`src/rtl/acs_pkg.sv`:
```
// package of constants and types for the conversion sequencer
package acs_pkg;
	localparam int unsigned CLK_MHZ       = 100;
	localparam int unsigned CLK_PERIOD_NS = 1000 / CLK_MHZ;
	// register offsets (4-bit address port)
	localparam logic [3:0] ADDR_CTRL      = 4'h0;
	localparam logic [3:0] ADDR_PORTCFG   = 4'h1;
	localparam logic [3:0] ADDR_RES_HI    = 4'h2;
	localparam logic [3:0] ADDR_RES_LO    = 4'h3;
	localparam logic [3:0] ADDR_STATUS    = 4'h4;
	localparam logic [3:0] ADDR_PORT_RD   = 4'h5;
	localparam logic [3:0] ADDR_DIR       = 4'h6;
	localparam logic [3:0] ADDR_PORT_OUT  = 4'h7;
	// control register fields
	localparam int unsigned CTRL_SRC_POS  = 6;
	localparam int unsigned CTRL_CHAN_POS = 3;
	localparam int unsigned CTRL_GO_POS   = 2;
	localparam int unsigned CTRL_PWR_POS  = 0;
	// port config register fields
	localparam int unsigned CFG_JUST_POS  = 5;
	// status register fields
	localparam int unsigned STAT_DONE_POS = 0;
	localparam int unsigned STAT_INV_POS  = 1;
	// reset values
	localparam logic [7:0] CTRL_RESET     = 8'h00;
	localparam logic [7:0] CFG_RESET      = 8'h00;
	localparam logic [7:0] DIR_RESET      = 8'hFF;
	// tick sources
	localparam logic [1:0] SRC_DIV2       = 2'h0;
	localparam logic [1:0] SRC_DIV8       = 2'h1;
	localparam logic [1:0] SRC_DIV32      = 2'h2;
	localparam logic [1:0] SRC_RC         = 2'h3;
	localparam int unsigned DIV2          = 2;
	localparam int unsigned DIV8          = 8;
	localparam int unsigned DIV32         = 32;
	// timing: conversion and holdoff in half periods of the bit conversion period, minimum period in ns and clock cycles
	localparam int unsigned RESULT_BITS   = 10;
	localparam int unsigned CONV_HALVES   = 23;
	localparam int unsigned HOLD_HALVES   = 4;
	localparam int unsigned MIN_PERIOD_NS = 1600;
	localparam int unsigned MIN_PERIOD_CYC =
		(MIN_PERIOD_NS + CLK_PERIOD_NS - 1) / CLK_PERIOD_NS;
	typedef enum logic [1:0] {
		ACS_OFF,
		ACS_ACQUIRE,
		ACS_CONVERT,
		ACS_HOLDOFF
	} acs_state_t;
endpackage

```
`src/rtl/acs_tick_gen.sv`:
```
// half-period tick generator: oscillator division or rc clock edges
`timescale 1ns/1ns
`default_nettype none
module acs_tick_gen
	import acs_pkg::*;
(
	// clock and reset
	input  wire logic       clk_in,
	input  wire logic       rst_in,
	// control
	input  wire logic       run_in,
	input  wire logic [1:0] src_in,
	input  wire logic       rc_clk_in,
	// ticks
	output logic            half_tick_out,
	output logic [5:0]      period_cyc_out
);
	import acs_pkg::*;

	logic [4:0] div_cnt;
	logic [4:0] half_len;
	logic       rc_meta;
	logic       rc_sync;
	logic       rc_last;

	always_comb begin
		if (src_in == SRC_DIV2) begin
			half_len = 5'(DIV2 / 2);
		end else if (src_in == SRC_DIV8) begin
			half_len = 5'(DIV8 / 2);
		end else begin
			half_len = 5'(DIV32 / 2);
		end
	end

	// each half period restarts the divider, so a mid-conversion switch takes effect at once
	always_ff @(posedge clk_in or posedge rst_in) begin
		if (rst_in) begin
			div_cnt <= 5'h00;
		end else if (!run_in || src_in == SRC_RC || div_cnt + 5'h01 >= half_len) begin
			div_cnt <= 5'h00;
		end else begin
			div_cnt <= div_cnt + 5'h01;
		end
	end

	always_ff @(posedge clk_in or posedge rst_in) begin
		if (rst_in) begin
			rc_meta <= 1'b0;
			rc_sync <= 1'b0;
			rc_last <= 1'b0;
		end else begin
			rc_meta <= rc_clk_in;
			rc_sync <= rc_meta;
			rc_last <= rc_sync;
		end
	end

	always_comb begin
		if (!run_in) begin
			half_tick_out = 1'b0;
		end else if (src_in == SRC_RC) begin
			half_tick_out = rc_sync ^ rc_last;
		end else begin
			half_tick_out = (div_cnt + 5'h01 >= half_len);
		end
	end

	assign period_cyc_out = {half_len, 1'b0};
endmodule
`default_nettype wire

```
`src/rtl/acs_sequencer.sv`:
```
// conversion sequencer for a 10-bit successive-approximation converter
`timescale 1ns/1ns
`default_nettype none
module acs_sequencer
	import acs_pkg::*;
(
	// clock and reset
	input  wire logic       clk_in,
	input  wire logic       rst_in,
	// register port
	input  wire logic [3:0] addr_in,
	input  wire logic [7:0] wdata_in,
	input  wire logic       wr_in,
	input  wire logic       rd_in,
	output logic [7:0]      rdata_out,
	// converter clock
	input  wire logic       rc_clk_in,
	// analog front end
	output logic [2:0]      mux_sel_out,
	output logic            sample_connect_out,
	output logic            dac_drive_own_out,
	output logic [9:0]      dac_code_out,
	input  wire logic       comp_in,
	output logic            powered_out,
	// port pins
	input  wire logic [7:0] pin_in,
	output logic [7:0]      pin_out,
	output logic [7:0]      pin_oe_out,
	// events
	output logic            conversion_done_flag_out
);
	import acs_pkg::*;

	acs_state_t state;
	logic [1:0] tick_source_select;
	logic [2:0] input_channel_select;
	logic       go_flag;
	logic       converter_power_bit;
	logic       result_justify_bit;
	logic [3:0] port_config_control;
	logic [7:0] pin_direction_bit;
	logic [7:0] port_latch;
	logic [15:0] result_pair;
	logic [9:0] sar;
	logic [4:0] half_cnt;
	logic       conversion_done_flag;
	logic       bits_invalid;
	logic       half_tick;
	logic [5:0] period_cyc;
	logic [7:0] pin_meta;
	logic [7:0] pin_sync;
	logic       comp_meta;
	logic       comp_sync;
	logic [7:0] analog_mask;
	logic       wr_ctrl;
	logic       sw_go;
	logic       sw_abort;
	logic [3:0] bit_idx;

	// analog pin map from port configuration
	function automatic logic [7:0] analog_map(input logic [3:0] cfg);
		logic [7:0] m;
		m = 8'h00;
		case (cfg)
			4'h0: m = 8'hFF;
			4'h1: m = 8'hF7;
			4'h2: m = 8'h1F;
			4'h3: m = 8'h17;
			4'h4: m = 8'h0B;
			4'h5: m = 8'h03;
			4'h8: m = 8'hF3;
			4'h9: m = 8'h3F;
			4'hA: m = 8'h37;
			4'hB: m = 8'h33;
			4'hC: m = 8'h13;
			4'hD: m = 8'h03;
			4'hE: m = 8'h01;
			4'hF: m = 8'h01;
			default: m = 8'h00;
		endcase
		return m;
	endfunction

	assign analog_mask = analog_map(port_config_control);
	assign wr_ctrl = wr_in && addr_in == ADDR_CTRL;
	assign sw_go = wr_ctrl && wdata_in[CTRL_GO_POS] && converter_power_bit;
	assign sw_abort = wr_ctrl && !wdata_in[CTRL_GO_POS] && state == ACS_CONVERT;

	acs_tick_gen u_tick (
		.clk_in        (clk_in),
		.rst_in        (rst_in),
		.run_in        (converter_power_bit),
		.src_in        (tick_source_select),
		.rc_clk_in     (rc_clk_in),
		.half_tick_out (half_tick),
		.period_cyc_out(period_cyc)
	);

	always_ff @(posedge clk_in or posedge rst_in) begin
		if (rst_in) begin
			pin_meta <= 8'h00;
			pin_sync <= 8'h00;
			comp_meta <= 1'b0;
			comp_sync <= 1'b0;
		end else begin
			pin_meta <= pin_in;
			pin_sync <= pin_meta;
			comp_meta <= comp_in;
			comp_sync <= comp_meta;
		end
	end

	// configuration registers
	always_ff @(posedge clk_in or posedge rst_in) begin
		if (rst_in) begin
			tick_source_select <= CTRL_RESET[CTRL_SRC_POS +: 2];
			input_channel_select <= CTRL_RESET[CTRL_CHAN_POS +: 3];
			converter_power_bit <= CTRL_RESET[CTRL_PWR_POS];
			result_justify_bit <= CFG_RESET[CFG_JUST_POS];
			port_config_control <= CFG_RESET[3:0];
			pin_direction_bit <= DIR_RESET;
			port_latch <= 8'h00;
		end else if (wr_in) begin
			if (addr_in == ADDR_CTRL) begin
				tick_source_select <= wdata_in[CTRL_SRC_POS +: 2];
				input_channel_select <= wdata_in[CTRL_CHAN_POS +: 3];
				converter_power_bit <= wdata_in[CTRL_PWR_POS];
			end else if (addr_in == ADDR_PORTCFG) begin
				result_justify_bit <= wdata_in[CFG_JUST_POS];
				port_config_control <= wdata_in[3:0];
			end else if (addr_in == ADDR_DIR) begin
				pin_direction_bit <= wdata_in;
			end else if (addr_in == ADDR_PORT_OUT) begin
				port_latch <= wdata_in;
			end
		end
	end

	// sequencer state, in half-period units
	always_ff @(posedge clk_in or posedge rst_in) begin
		if (rst_in) begin
			state <= ACS_OFF;
			half_cnt <= 5'h00;
		end else if (!converter_power_bit) begin
			state <= ACS_OFF;
			half_cnt <= 5'h00;
		end else begin
			case (state)
				ACS_OFF: begin
					state <= ACS_ACQUIRE;
					half_cnt <= 5'h00;
				end
				ACS_ACQUIRE: begin
					// acquisition length is software's concern, fixed by no resolution
					if (sw_go) begin
						state <= ACS_CONVERT;
						half_cnt <= 5'h00;
					end
				end
				ACS_CONVERT: begin
					if (sw_abort) begin
						state <= ACS_HOLDOFF;
						half_cnt <= 5'h00;
					end else if (half_tick) begin
						if (half_cnt == 5'(CONV_HALVES - 1)) begin
							state <= ACS_HOLDOFF;
							half_cnt <= 5'h00;
						end else begin
							half_cnt <= half_cnt + 5'h01;
						end
					end
				end
				ACS_HOLDOFF: begin
					if (half_tick) begin
						if (half_cnt == 5'(HOLD_HALVES - 1)) begin
							state <= ACS_ACQUIRE;
							half_cnt <= 5'h00;
						end else begin
							half_cnt <= half_cnt + 5'h01;
						end
					end
				end
				default: state <= ACS_OFF;
			endcase
		end
	end

	// first period samples; bit k resolved at end of period k+1
	assign bit_idx = 4'(half_cnt >> 1);

	always_ff @(posedge clk_in or posedge rst_in) begin
		if (rst_in) begin
			sar <= 10'h000;
			bits_invalid <= 1'b0;
		end else if (state == ACS_ACQUIRE && sw_go) begin
			sar <= 10'h200;
			bits_invalid <= 1'b0;
		end else if (state == ACS_CONVERT && half_tick && half_cnt[0]
			&& bit_idx >= 4'h1 && bit_idx <= 4'(RESULT_BITS)) begin
			// msb first: keep or drop trial bit, then try next
			sar[4'(RESULT_BITS) - bit_idx] <= comp_sync;
			if (bit_idx < 4'(RESULT_BITS)) begin
				sar[4'(RESULT_BITS - 1) - bit_idx] <= 1'b1;
			end
			// too short a period spoils this and all later bits
			// widened compare: the minimum does not fit the period's own width
			if (8'(period_cyc) < 8'(MIN_PERIOD_CYC) && tick_source_select != SRC_RC) begin
				bits_invalid <= 1'b1;
			end
		end
	end

	// go flag: set by software, cleared by completion or abort
	always_ff @(posedge clk_in or posedge rst_in) begin
		if (rst_in) begin
			go_flag <= 1'b0;
		end else if (!converter_power_bit) begin
			go_flag <= 1'b0;
		end else if (state == ACS_ACQUIRE && sw_go) begin
			go_flag <= 1'b1;
		end else if (state != ACS_CONVERT) begin
			go_flag <= 1'b0;
		end else if (sw_abort || (half_tick && half_cnt == 5'(CONV_HALVES - 1))) begin
			go_flag <= 1'b0;
		end
	end

	// result pair and done flag; abort never reaches the load
	always_ff @(posedge clk_in or posedge rst_in) begin
		if (rst_in) begin
			result_pair <= 16'h0000;
		end else if (state == ACS_CONVERT && !sw_abort && half_tick
			&& half_cnt == 5'(CONV_HALVES - 1)) begin
			if (result_justify_bit) begin
				result_pair <= {6'h00, sar};
			end else begin
				result_pair <= {sar, 6'h00};
			end
		end else if (wr_in && addr_in == ADDR_RES_HI) begin
			result_pair[15:8] <= wdata_in;
		end else if (wr_in && addr_in == ADDR_RES_LO) begin
			result_pair[7:0] <= wdata_in;
		end
	end

	// set wins over a software clear in the same cycle
	always_ff @(posedge clk_in or posedge rst_in) begin
		if (rst_in) begin
			conversion_done_flag <= 1'b0;
		end else if (state == ACS_CONVERT && !sw_abort && half_tick
			&& half_cnt == 5'(CONV_HALVES - 1)) begin
			conversion_done_flag <= 1'b1;
		end else if (wr_in && addr_in == ADDR_STATUS && wdata_in[STAT_DONE_POS]) begin
			conversion_done_flag <= 1'b0;
		end
	end

	// read port, one cycle latency
	always_ff @(posedge clk_in or posedge rst_in) begin
		if (rst_in) begin
			rdata_out <= 8'h00;
		end else if (rd_in) begin
			if (addr_in == ADDR_CTRL) begin
				rdata_out <= {tick_source_select, input_channel_select, go_flag,
					1'b0, converter_power_bit};
			end else if (addr_in == ADDR_PORTCFG) begin
				rdata_out <= {2'h0, result_justify_bit, 1'b0, port_config_control};
			end else if (addr_in == ADDR_RES_HI) begin
				rdata_out <= result_pair[15:8];
			end else if (addr_in == ADDR_RES_LO) begin
				rdata_out <= result_pair[7:0];
			end else if (addr_in == ADDR_STATUS) begin
				rdata_out <= {6'h00, bits_invalid, conversion_done_flag};
			end else if (addr_in == ADDR_PORT_RD) begin
				rdata_out <= pin_sync & ~analog_mask;
			end else if (addr_in == ADDR_DIR) begin
				rdata_out <= pin_direction_bit;
			end else if (addr_in == ADDR_PORT_OUT) begin
				rdata_out <= port_latch;
			end else begin
				rdata_out <= 8'h00;
			end
		end
	end

	// front end: channel and direction only steer the mux, never the sequence
	assign mux_sel_out = input_channel_select;
	assign sample_connect_out = (state == ACS_ACQUIRE);
	assign dac_drive_own_out = !pin_direction_bit[input_channel_select];
	assign dac_code_out = sar;
	assign powered_out = converter_power_bit;
	assign pin_out = port_latch;
	assign pin_oe_out = ~pin_direction_bit;
	assign conversion_done_flag_out = conversion_done_flag;

	// completion takes exactly 23 half ticks unless aborted
	conv_time_a: assert property (@(posedge clk_in) disable iff (rst_in)
		state == ACS_CONVERT && half_tick && half_cnt == 5'(CONV_HALVES - 1) && !sw_abort
		&& converter_power_bit |=> conversion_done_flag && !go_flag && state == ACS_HOLDOFF)
		else $error("completion did not set done and clear go");
	abort_keep_a: assert property (@(posedge clk_in) disable iff (rst_in)
		sw_abort && converter_power_bit |=> result_pair == $past(result_pair))
		else $error("abort changed result pair");
	abort_hold_a: assert property (@(posedge clk_in) disable iff (rst_in)
		sw_abort && converter_power_bit |=> state == ACS_HOLDOFF && !go_flag)
		else $error("abort not immediate");
	hold_disc_a: assert property (@(posedge clk_in) disable iff (rst_in)
		state == ACS_HOLDOFF |-> !sample_connect_out)
		else $error("capacitor connected during holdoff");
	hold_exit_a: assert property (@(posedge clk_in) disable iff (rst_in)
		state == ACS_HOLDOFF && half_tick && half_cnt == 5'(HOLD_HALVES - 1)
		&& converter_power_bit |=> state == ACS_ACQUIRE && sample_connect_out)
		else $error("no automatic acquisition after holdoff");
	port_low_a: assert property (@(posedge clk_in) disable iff (rst_in)
		rd_in && addr_in == ADDR_PORT_RD |=> (rdata_out & $past(analog_mask)) == 8'h00)
		else $error("analog pin read high");
	right_just_a: assert property (@(posedge clk_in) disable iff (rst_in)
		$changed(result_pair) && !$past(wr_in) && $past(result_justify_bit)
		|-> result_pair[15:10] == 6'h00)
		else $error("right justify upper bits not zero");
	power_gate_a: assert property (@(posedge clk_in) disable iff (rst_in)
		!converter_power_bit |=> !go_flag)
		else $error("go set while unpowered");
	go_read_a: assert property (@(posedge clk_in) disable iff (rst_in)
		state == ACS_ACQUIRE && sw_go |=> go_flag ##1 (go_flag || state != ACS_CONVERT))
		else $error("go flag not held during conversion");
endmodule
`default_nettype wire

```
`config.mk`:
```
export PLATFORM = sky130hd
export DESIGN_NAME = acs_sequencer
export DESIGN_NICKNAME = d
export VERILOG_FILES = /design/src/rtl/acs_pkg.sv /design/src/rtl/acs_tick_gen.sv /design/src/rtl/acs_sequencer.sv
export SDC_FILE = /design/constraint.sdc
export NUM_CORES = 1
export LEC_CHECK = 0
export BUFFER_PORTS_ARGS = -buffer_cell sky130_fd_sc_hd__buf_2
export CORE_ASPECT_RATIO = 2
export CORE_MARGIN = 5
export CORE_UTILIZATION = 30
export DETAILED_ROUTE_END_ITERATION = 8
export GPL_TIMING_DRIVEN = 0
export PLACE_DENSITY = 0.51
export SLEW_MARGIN = 10
export SYNTH_ARGS = -nofsm -noshare
export SYNTH_HDL_FRONTEND = slang
export SYNTH_SLANG_ARGS = --single-unit
```
`constraint.sdc`:
```
create_clock -name clk_in -period 2.4 [get_ports clk_in]
set_input_delay 0.12 -clock clk_in [delete_from_list [all_inputs] [get_ports clk_in]]
set_output_delay 0.12 -clock clk_in [all_outputs]
set_load 0.01 [all_outputs]
```
==> results of run 1 <==
timing repair:
item                                    4_1_cts  5_1_grt
endpoints found under the hold margin        26        0
endpoints found under the setup margin       34       35
hold buffers                                 11        0
cloned                                        2        0
gates resized for setup                      48       44
pin swaps                                    19       22
setup buffers                                14        7
final timing paths:
kind | cells after the start | start | endpoint
worst max-delay path | 8 | u_tick.div_cnt[0] | dac_code_out[1]
worst min-delay path | 3 | wdata_in[7] | pin_direction_bit[7]
worst max register to register | 8 | u_tick.div_cnt[0] | dac_code_out[1]
worst min register to register | 0 | pin_meta[7] | pin_sync[7]
max in group asynchronous | 5 | rst_in | pin_direction_bit[3]
min in group asynchronous | 3 | rst_in | u_tick.div_cnt[2]
logic make-up (layout without fill, tap and decap cells):
family,after synthesis,in the layout,synth area share [%]
compound gates,157,157,20.4
simple gates,143,143,13.9
buf+inv,56,171,4.41
flops,97,97,47.2
xor+xnor,6,6,1.02
fa+ha+maj,14,14,3.39
mux,44,44,9.67
cell type report:
cell class	instances	area, µm²	share of cell area (%)
clock inverters	6	66.3	0.974
plain buffers	25	141	2.08
inverters	30	116	1.71
clock buffers	10	239	3.51
well taps	210	263	3.86
repair buffers	100	706	10.4
multi-input cells	364	2840	41.7
flip-flops and latches	97	2440	35.8
per-layer routing:
layer | GRT usage, % | vias up
met2 | 25.1 | 143
li1 | - | 2087
met3 | 1.97 | 11
met5 | 0 | -
met4 | 3.51 | 0
met1 | 22.5 | 2215
layout by cell type (no fill, tap or decap), drive strengths merged, types with 4 or more instances in the layout:
cell / count
a21oi: 60
a21o: 4
dlygate4sd3: 11
clkinv: 7
ha: 14
o21ai: 33
nor3: 5
a211oi: 7
and3: 7
o2bb2ai: 4
nand2: 49
nand3: 11
xnor2: 4
a22o: 5
nor2b: 11
nor4: 4
buf: 100
o22ai: 6
a31oi: 6
inv: 27
nor2: 37
mux2i: 24
nand2b: 5
clkbuf: 24
a311oi: 5
dfrtp: 89
a32oi: 5
dfstp: 8
mux2: 17
sequential cells by signal, indices dropped and copies added, names as in the netlist, 2 cells and up:
name and flops:
mux_sel_out 3, half_cnt 5, pin_out 8, state 2, pin_direction_bit 8, result_pair 16
dac_code_out 10, tick_source_select 2, u_tick.div_cnt 5, rdata_out 8, pin_meta 8, port_config_control 4
pin_sync 8
tightest hold or removal path, cell delays in order:
cell,delay (ps)
buf_2,150
nand2_1,60
o21ai_0,70
per-stage QoR:
| step | hold WS, ps | util [%] |
|---|---|---|
| 3_5_place_dp | 154 | 34.0 |
| 5_1_grt | 56.2 | 39.8 |
| 2_1_floorplan | 151 | - |
| 4_1_cts | 58.2 | 38.2 |
| 6_report | 62.1 | 39.8 |
| 3_3_place_gp | 228 | 33.6 |
report_power, final:
| group | switching [mW] | internal, mW |
|---|---|---|
| registers | 0.233 | 1.90 |
| clock network | 0.648 | 0.841 |
| logic | 0.733 | 0.629 |
==> impl_metrics.toml, run 1 <==
[clocking]
path_clk_slew_ps = 70
tritoncts = "done"
clockBufferDepth = 2
clock-sinks = 97
clockRootBuffer = "clkbuf_16"
cts-htree-levels = 3
cts_made_buffers = 9
clk_latency_ps = 340

[final_layout]
drive_above_1_share_pct = 34.2
stdcell_count = 842
area_growth_pct = 31.9
fillers = 1668
postLayoutCellArea_um2 = 6810
layout.nets = 667
antenna_cells = 0

[power]
max-vdd-ir-drop_mv = 0.378
power_density_nw_per_um2 = 732
leakage_nw = 2.94
finalPower_mw = 4.99

[placed_design]
io_buffers = 64
gp_congestion = 0.841
place_hpwl_um = 11400
placed_cell_area_um2 = 5820
dp_slack_ps = -273
placed_cells = 794

[floorplan]
die_area_um2 = 20100
fp.dieW_um = 103
io_pins = 67
initial_utilization_pct = 30.2
die_h_um = 196
core_um2 = 17100
rows = 68

[detailed_routing]
drtAntennaViolNets = 0
finalWirelength_um = 15700
dr.first_iter.drc_count = 238
first_pass_iters = 5
vias = 4456
wl_met3_um = 850
wl_per_cell_um = 18.7
top_layer_used = "met4"
vias_per_cell = 5.29
drc = 0
route.met2.wl_um = 7580
wl_met1_um = 7090

[logic_synthesis]
yosysWarnings = 0
async_flop_share_pct = 100
synth_most_common_cell = "dfrtp_1"
synth_commonest_cells = "89 x dfrtp_1, 60 x a21oi_1, 49 x nand2_1"
syn-mean-instance-area_um2 = 9.99
syn_area_um2 = 5160
postSynthCellCount = 517
synth_flop_cell = "dfrtp_1"
synth_top_area_share_pct = 43.1
synth_nets = 557
synth_cell_types = 65
synth_top_area_cell = "dfrtp_1"
ys_ff_latch = 97
synth.area.top_cells = "dfrtp_1 43%, a21oi_1 5.8%, mux2i_1 4.7%, dfstp_2 4.1%, mux2_2 3.7%"
synth_edf_count = 0
ys_seq_area_share_pct = 47.2

[outcome]
outcome = "finished, violations left"
violations = "negative setup slack"

[global_route]
grt.overflow.total = 0
grt_usage_pct = 15.7
grt_pass1_wl_um = 24700
grt_pass1_vias = 4537
antenna_found_initial = 0
grt_max_degree = 33

[setup_path]
critical_path_required_ps = 2620
regToRegSetupSlack_ps = -80
cp.arrival_ps = 2700
cp-end-kind = "flop"
crit_fanout = 3
cp-start-kind = "flop"
crit_family = "compound AO/OA/AOI/OAI gates"
critical_path_class = "reg -> reg"
critical-path-max-stage-delay_ps = 430
worstPathCellList = "buf_6 > ha_4 > or3b_1 > a21o_1 > o31a_1 > and2_4 > a311o_1 > o41ai_2"
slowest_stage = "dfrtp_1"
crit_buf_inv = 1

[sta]
hold_violations = 0
tightest_slew_ps = 792
skew_ps = 9.96
final_max_slew_viol_count = 0
setup_violations = 12
layout_min_cycle_time_ps = 2480
rsz0062_at_grt = "yes"
fin_ws_ps = -82.5
final.setup.tns_ps = -311
slew_headroom_pct = 47.2
timing.final.crit_share_pct = 103
max_freq_mhz = 403

[flow_run]
cap_violations = 0

[hold_path]
min_path_type = "in -> reg"
Note: power is estimated with default switching activity, not from simulation.
==> run 2, diff against run 1 <==
- CORE_MARGIN: 5 -> 2
- PLACE_DENSITY: 0.51 -> 0.5
- SYNTH_HIERARCHICAL: unset -> 1
==> impl_metrics.toml, run 2 <==
[power]
p_int_mw = 3.37
pwr-share-seq_pct = 43.3
sw_frac_of_total_pct = 32.3
power_density_nw_per_um2 = 715
p_comb_share_pct = 27.1
finalPower_mw = 4.98
p_clk_share_pct = 29.5
power_switching_mw = 1.61
max-vdd-ir-drop_mv = 0.309
leakage_nw = 2.94

[setup_path]
worstPathCellList = "nor2_1 > ha_1 > or3b_4 > a2111oi_4 > nor2_4 > nand2b_4 > o21ai_2 > o211a_4 > nor2_4 > mux2_4"
crit_fanout = 5
crit_buf_inv = 0
critical_path_required_ps = 2630
timing.critical_path.mode_cell = "nor2_4"
cp.arrival_ps = 2910
critical-path-max-stage-delay_ps = 430
cp-end-kind = "flop"
cp-start-kind = "flop"
slowest_stage = "dfrtp_2"
regToRegSetupSlack_ps = -280
crit_family = "compound AO/OA/AOI/OAI gates"
critical_path_class = "reg -> reg"

[sta]
hold_violations = 0
tightest_slew_ps = 700
rsz0062_at_grt = "yes"
max_freq_mhz = 373
setup_violations = 31
slew_headroom_pct = 53.2
skew_ps = 7.31
final_max_slew_viol_count = 0
timing.final.crit_share_pct = 112
layout_min_cycle_time_ps = 2680
fin_ws_ps = -280

[final_layout]
multi_input_area_um2 = 3000
regMostFlops = "result_pair"
area_growth_pct = 29.7
final_common_cell = "dfrtp_1"
final_cell_mix = "85 x dfrtp_1, 72 x buf_2, 41 x nand2_1"
final_util_pct = 39.5
antenna_cells = 0
fillers = 1808
largest_reg_flops = 16
layout.nets = 665
regArea_um2 = 2440
stdcell_count = 843
drive_above_1_share_pct = 36.7

[global_route]
antenna_found_initial = 0
grt_pass1_vias = 4501
grt_max_degree = 34
grt_pass1_wl_um = 25900
grt.overflow.total = 0
grt_usage_pct = 17.5

[detailed_routing]
wl_met3_um = 667
first_pass_iters = 5
top_layer_used = "met4"
drtAntennaViolNets = 0
wl_per_cell_um = 19.6
vias = 4487
wl_met1_um = 7410
drc = 0
vias_per_cell = 5.32
dr.first_iter.drc_count = 260
finalWirelength_um = 16500
route.met2.wl_um = 8230

[clocking]
clockBufferDepth = 2
clock-sinks = 97
tritoncts = "done"
clockRootBuffer = "clkbuf_16"
cts_made_buffers = 9
path_clk_slew_ps = 70
clk_latency_ps = 340
cts-htree-levels = 3

[placed_design]
io_buffers = 63
place_hpwl_um = 11900
placed_cells = 791
gp_congestion = 0.883

[floorplan]
fp.dieW_um = 98.6
io_pins = 67
rows = 69
die_area_um2 = 19000
die_h_um = 193
core_um2 = 17600
initial_utilization_pct = 30.5

[logic_synthesis]
postSynthCellCount = 513
syn-mean-instance-area_um2 = 10.5
synth_nets = 553
syn_area_um2 = 5370
yosysWarnings = 6

[outcome]
violations = "negative setup slack"
outcome = "finished, violations left"

[flow_run]
cap_violations = 0

[hold_path]
min_path_type = "in -> reg"
-- run 2: changes by cell type in the layout (fill, tap and decap cells not counted), moves of 6 or more --
| cell | delta |
|---|---|
| a21oi_1 | -20 |
| a21oi_2 | -12 |
| buf_4 | +8 |
| o21ai_1 | +7 |
| o21ai_2 | +7 |
| a211oi_1 | +6 |
| a22oi_1 | +6 |
| mux2_2 | +6 |
| nand2_1 | -6 |
| nand3_1 | +6 |
| nor2_1 | -6 |
-- run 2: final timing paths --
path | start | end | cells after the start
setup / recovery | tick_source_select[0] | half_cnt[0] | 10
hold / removal | wdata_in[1] | port_config_control[1] | 3
setup reg to reg | tick_source_select[0] | half_cnt[0] | 10
hold reg to reg | pin_meta[5] | pin_sync[5] | 0
max in group asynchronous | rst_in | pin_direction_bit[1] | 4
min in group asynchronous | rst_in | u_tick/rc_sync | 3
-- run 2: layout make-up --
type                            count  area share, %
Tap cell                          213           3.83
Sequential cell                    97           35.1
Clock buffer                       11           3.48
Multi-Input combinational cell    365           43.1
Clock inverter                      5          0.790
Buffer                             26           2.69
Timing Repair Buffer              101           9.61
Inverter                           25           1.40
-- run 2: layer usage --
metal  global-route usage, %  up-vias
li1                        -     2111
met1                    24.2     2244
met2                    29.1      116
met3                    2.27       16
met4                    4.43        0
met5                       0        -
-- run 2: metrics by stage --
step	hold WS [ps]	worst slack, ps	instance area (µm²)	TNS, ps
after floorplan	-64.3	-177	5460	-690
after global placement	98.7	-637	6040	-9150
after detailed placement	105	-627	6080	-9890
after CTS	60.4	-275	6720	-2790
after global routing	83.6	-340	6970	-6250
final	60.4	-280	6970	-3720
-- run 2: what timing repair did --
item	CTS	global route
setup buffers	14	10
endpoints found under the hold margin	42	0
gates cloned	0	1
pin swaps	12	6
hold buffers	11	0
gates resized for setup	23	35
endpoints found under the setup margin	32	32
-- run 2: worst register-to-register path, delay by kind of cell, from the launching register on --
kind / cells / cell delay [ps]
DFF: 1 / 430
AOI/OAI and AO/OA: 3 / 840
and+or+nand+nor: 5 / 800
adders and majority gates: 1 / 240
muxes: 1 / 260
-- run 2: power groups by stage --
stage / sequential (mW) / clock, mW / combinational, mW
CTS: 2.16 / 1.51 / 1.30
finish: 2.16 / 1.47 / 1.35
global placement: 2.19 / 0 / 1.15
floorplan: 2.12 / 0 / 0.790
detailed placement: 2.20 / 0 / 1.18
global route: 2.19 / 1.57 / 1.48
==> run 3, diff against run 2 <==
- CTS_BUF_LIST: unset -> sky130_fd_sc_hd__clkbuf_16
==> impl_metrics.toml, run 3 (synthesized netlist as in run 2, its figures left out) <==
[global_route]
grt_use_met2_pct = 29.1
grt_usage_pct = 17.5
grt_pass1_vias = 4501
grt_use_met1_pct = 24.2
grt.overflow.total = 0
antenna_found_initial = 0
grt_pass1_wl_um = 25900
grt.busiest_layer = "met2"
met3_usage_pct = 2.27
grt_max_degree = 34

[final_layout]
postLayoutCellArea_um2 = 6960
layout.nets = 665
largest_reg_flops = 16
antenna_cells = 0
final_common_cell = "dfrtp_1"
area_growth_pct = 29.6
regMostFlops = "result_pair"
final_cell_mix = "85 x dfrtp_1, 72 x buf_2, 41 x nand2_1"
final_util_pct = 39.5
drive_above_1_share_pct = 36.5

[setup_path]
regToRegSetupSlack_ps = -280
cp.arrival_ps = 2910
r2r-start = "tick_source_select[1]"
r2r-end = "half_cnt[0]"
cp-start-kind = "flop"
critical_path_required_ps = 2630
critical_path_class = "reg -> reg"
cp-end-kind = "flop"
startpoint = "tick_source_select[1]"
crit_fanout = 5
ff2ff_path_depth = 10

[placed_design]
place_hpwl_um = 11900
gp_congestion = 0.883
placed_cell_area_um2 = 6080
io_buffers = 63
dp_slack_ps = -627

[clocking]
path_clk_slew_ps = 70
cts_made_buffers = 9
clk_latency_ps = 350
clock-sinks = 97
clockBufferDepth = 2
clockRootBuffer = "clkbuf_16"
tritoncts = "done"
cts-htree-levels = 3

[power]
leakage_nw = 2.94
power_density_nw_per_um2 = 711
max-vdd-ir-drop_mv = 0.312
finalPower_mw = 4.94

[detailed_routing]
dr.first_iter.drc_count = 262
vias = 4516
vias_per_cell = 5.36
finalWirelength_um = 16600
drc = 0
drtAntennaViolNets = 0
first_pass_iters = 5
wl_per_cell_um = 19.6

[floorplan]
io_pins = 67
fp.dieW_um = 98.6
die_area_um2 = 19000
rows = 69
core_um2 = 17600
initial_utilization_pct = 30.5
die_h_um = 193

[sta]
slew_headroom_pct = 53.3
rsz0062_at_grt = "yes"
hold_violations = 0
final.setup.tns_ps = -3750
final_max_slew_viol_count = 0
skew_ps = 6.93
setup_violations = 31
fin_ws_ps = -282
max_freq_mhz = 373
timing.final.crit_share_pct = 112
tightest_slew_ps = 700
layout_min_cycle_time_ps = 2680

[hold_path]
whs_endpoint = "port_config_control[1]"
hold_depth = 3
min_path_type = "in -> reg"
hold_path.startpoint = "wdata_in[1]"

[outcome]
outcome = "finished, violations left"
violations = "negative setup slack"

[flow_run]
cap_violations = 0
run 3: cell types whose count changed in the layout (fill, tap and decap cells not counted):
cell      change
inv_1         +1
clkinv_1      +1
clkbuf_8      -1
clkbuf_1      -1
run 3: how the worst max path moves through the flow:
stage                            endpoint
after floorplan               half_cnt[0]
after global placement    dac_code_out[5]
after detailed placement  dac_code_out[5]
after CTS                     half_cnt[0]
after global routing          half_cnt[0]
final                         half_cnt[0]
run 3: cell type report:
cell class / instances / area [µm²]
multi-input combinational: 365 / 3000
buffer: 26 / 188
clock buffer: 9 / 225
clock inverter: 7 / 62.6
sequential: 97 / 2440
fill: 1809 / 10700
timing repair buffer: 101 / 669
inverter: 25 / 97.6
tap: 213 / 267
run 3: per-stage QoR:
stage / cells / hold slack, ps
after floorplan: 513 / -64.3
after global placement: 789 / 98.7
after detailed placement: 791 / 105
after CTS: 832 / 60.4
after global routing: 843 / 83.6
final: 843 / 59.7
run 3: timing repair:
item | 4_1_cts | 5_1_grt
gates cloned | 0 | 1
resized for setup | 23 | 35
pin swaps | 12 | 6
buffers inserted | 14 | 10
endpoints found under the setup margin | 32 | 32
hold buffers | 11 | 0
endpoints found under the hold margin | 42 | 0
run 3: worst max-delay path, stage by stage, from the launching register on:
cell and delay, ps:
dfrtp_2 410, nor2_1 110, ha_1 240, or3b_4 400
a2111oi_4 420, nor2_4 90, nand2b_4 170, o21ai_2 210
o211a_4 210, nor2_4 40, mux2_4 260
run 3: per-layer routing:
| layer | wire [µm] | part of all wire (%) |
|---|---|---|
| met4 | 291 | 1.8 |
| met3 | 648 | 3.9 |
| met1 | 7430 | 45 |
| met2 | 8180 | 49 |
| met5 | 0 | 0 |
run 3: report_power, final:
part	total (mW)	internal, mW	switching [mW]
Clock	1.44	0.798	0.639
Sequential	2.16	1.90	0.253
Combinational	1.35	0.633	0.717
Total	4.94	3.33	1.61
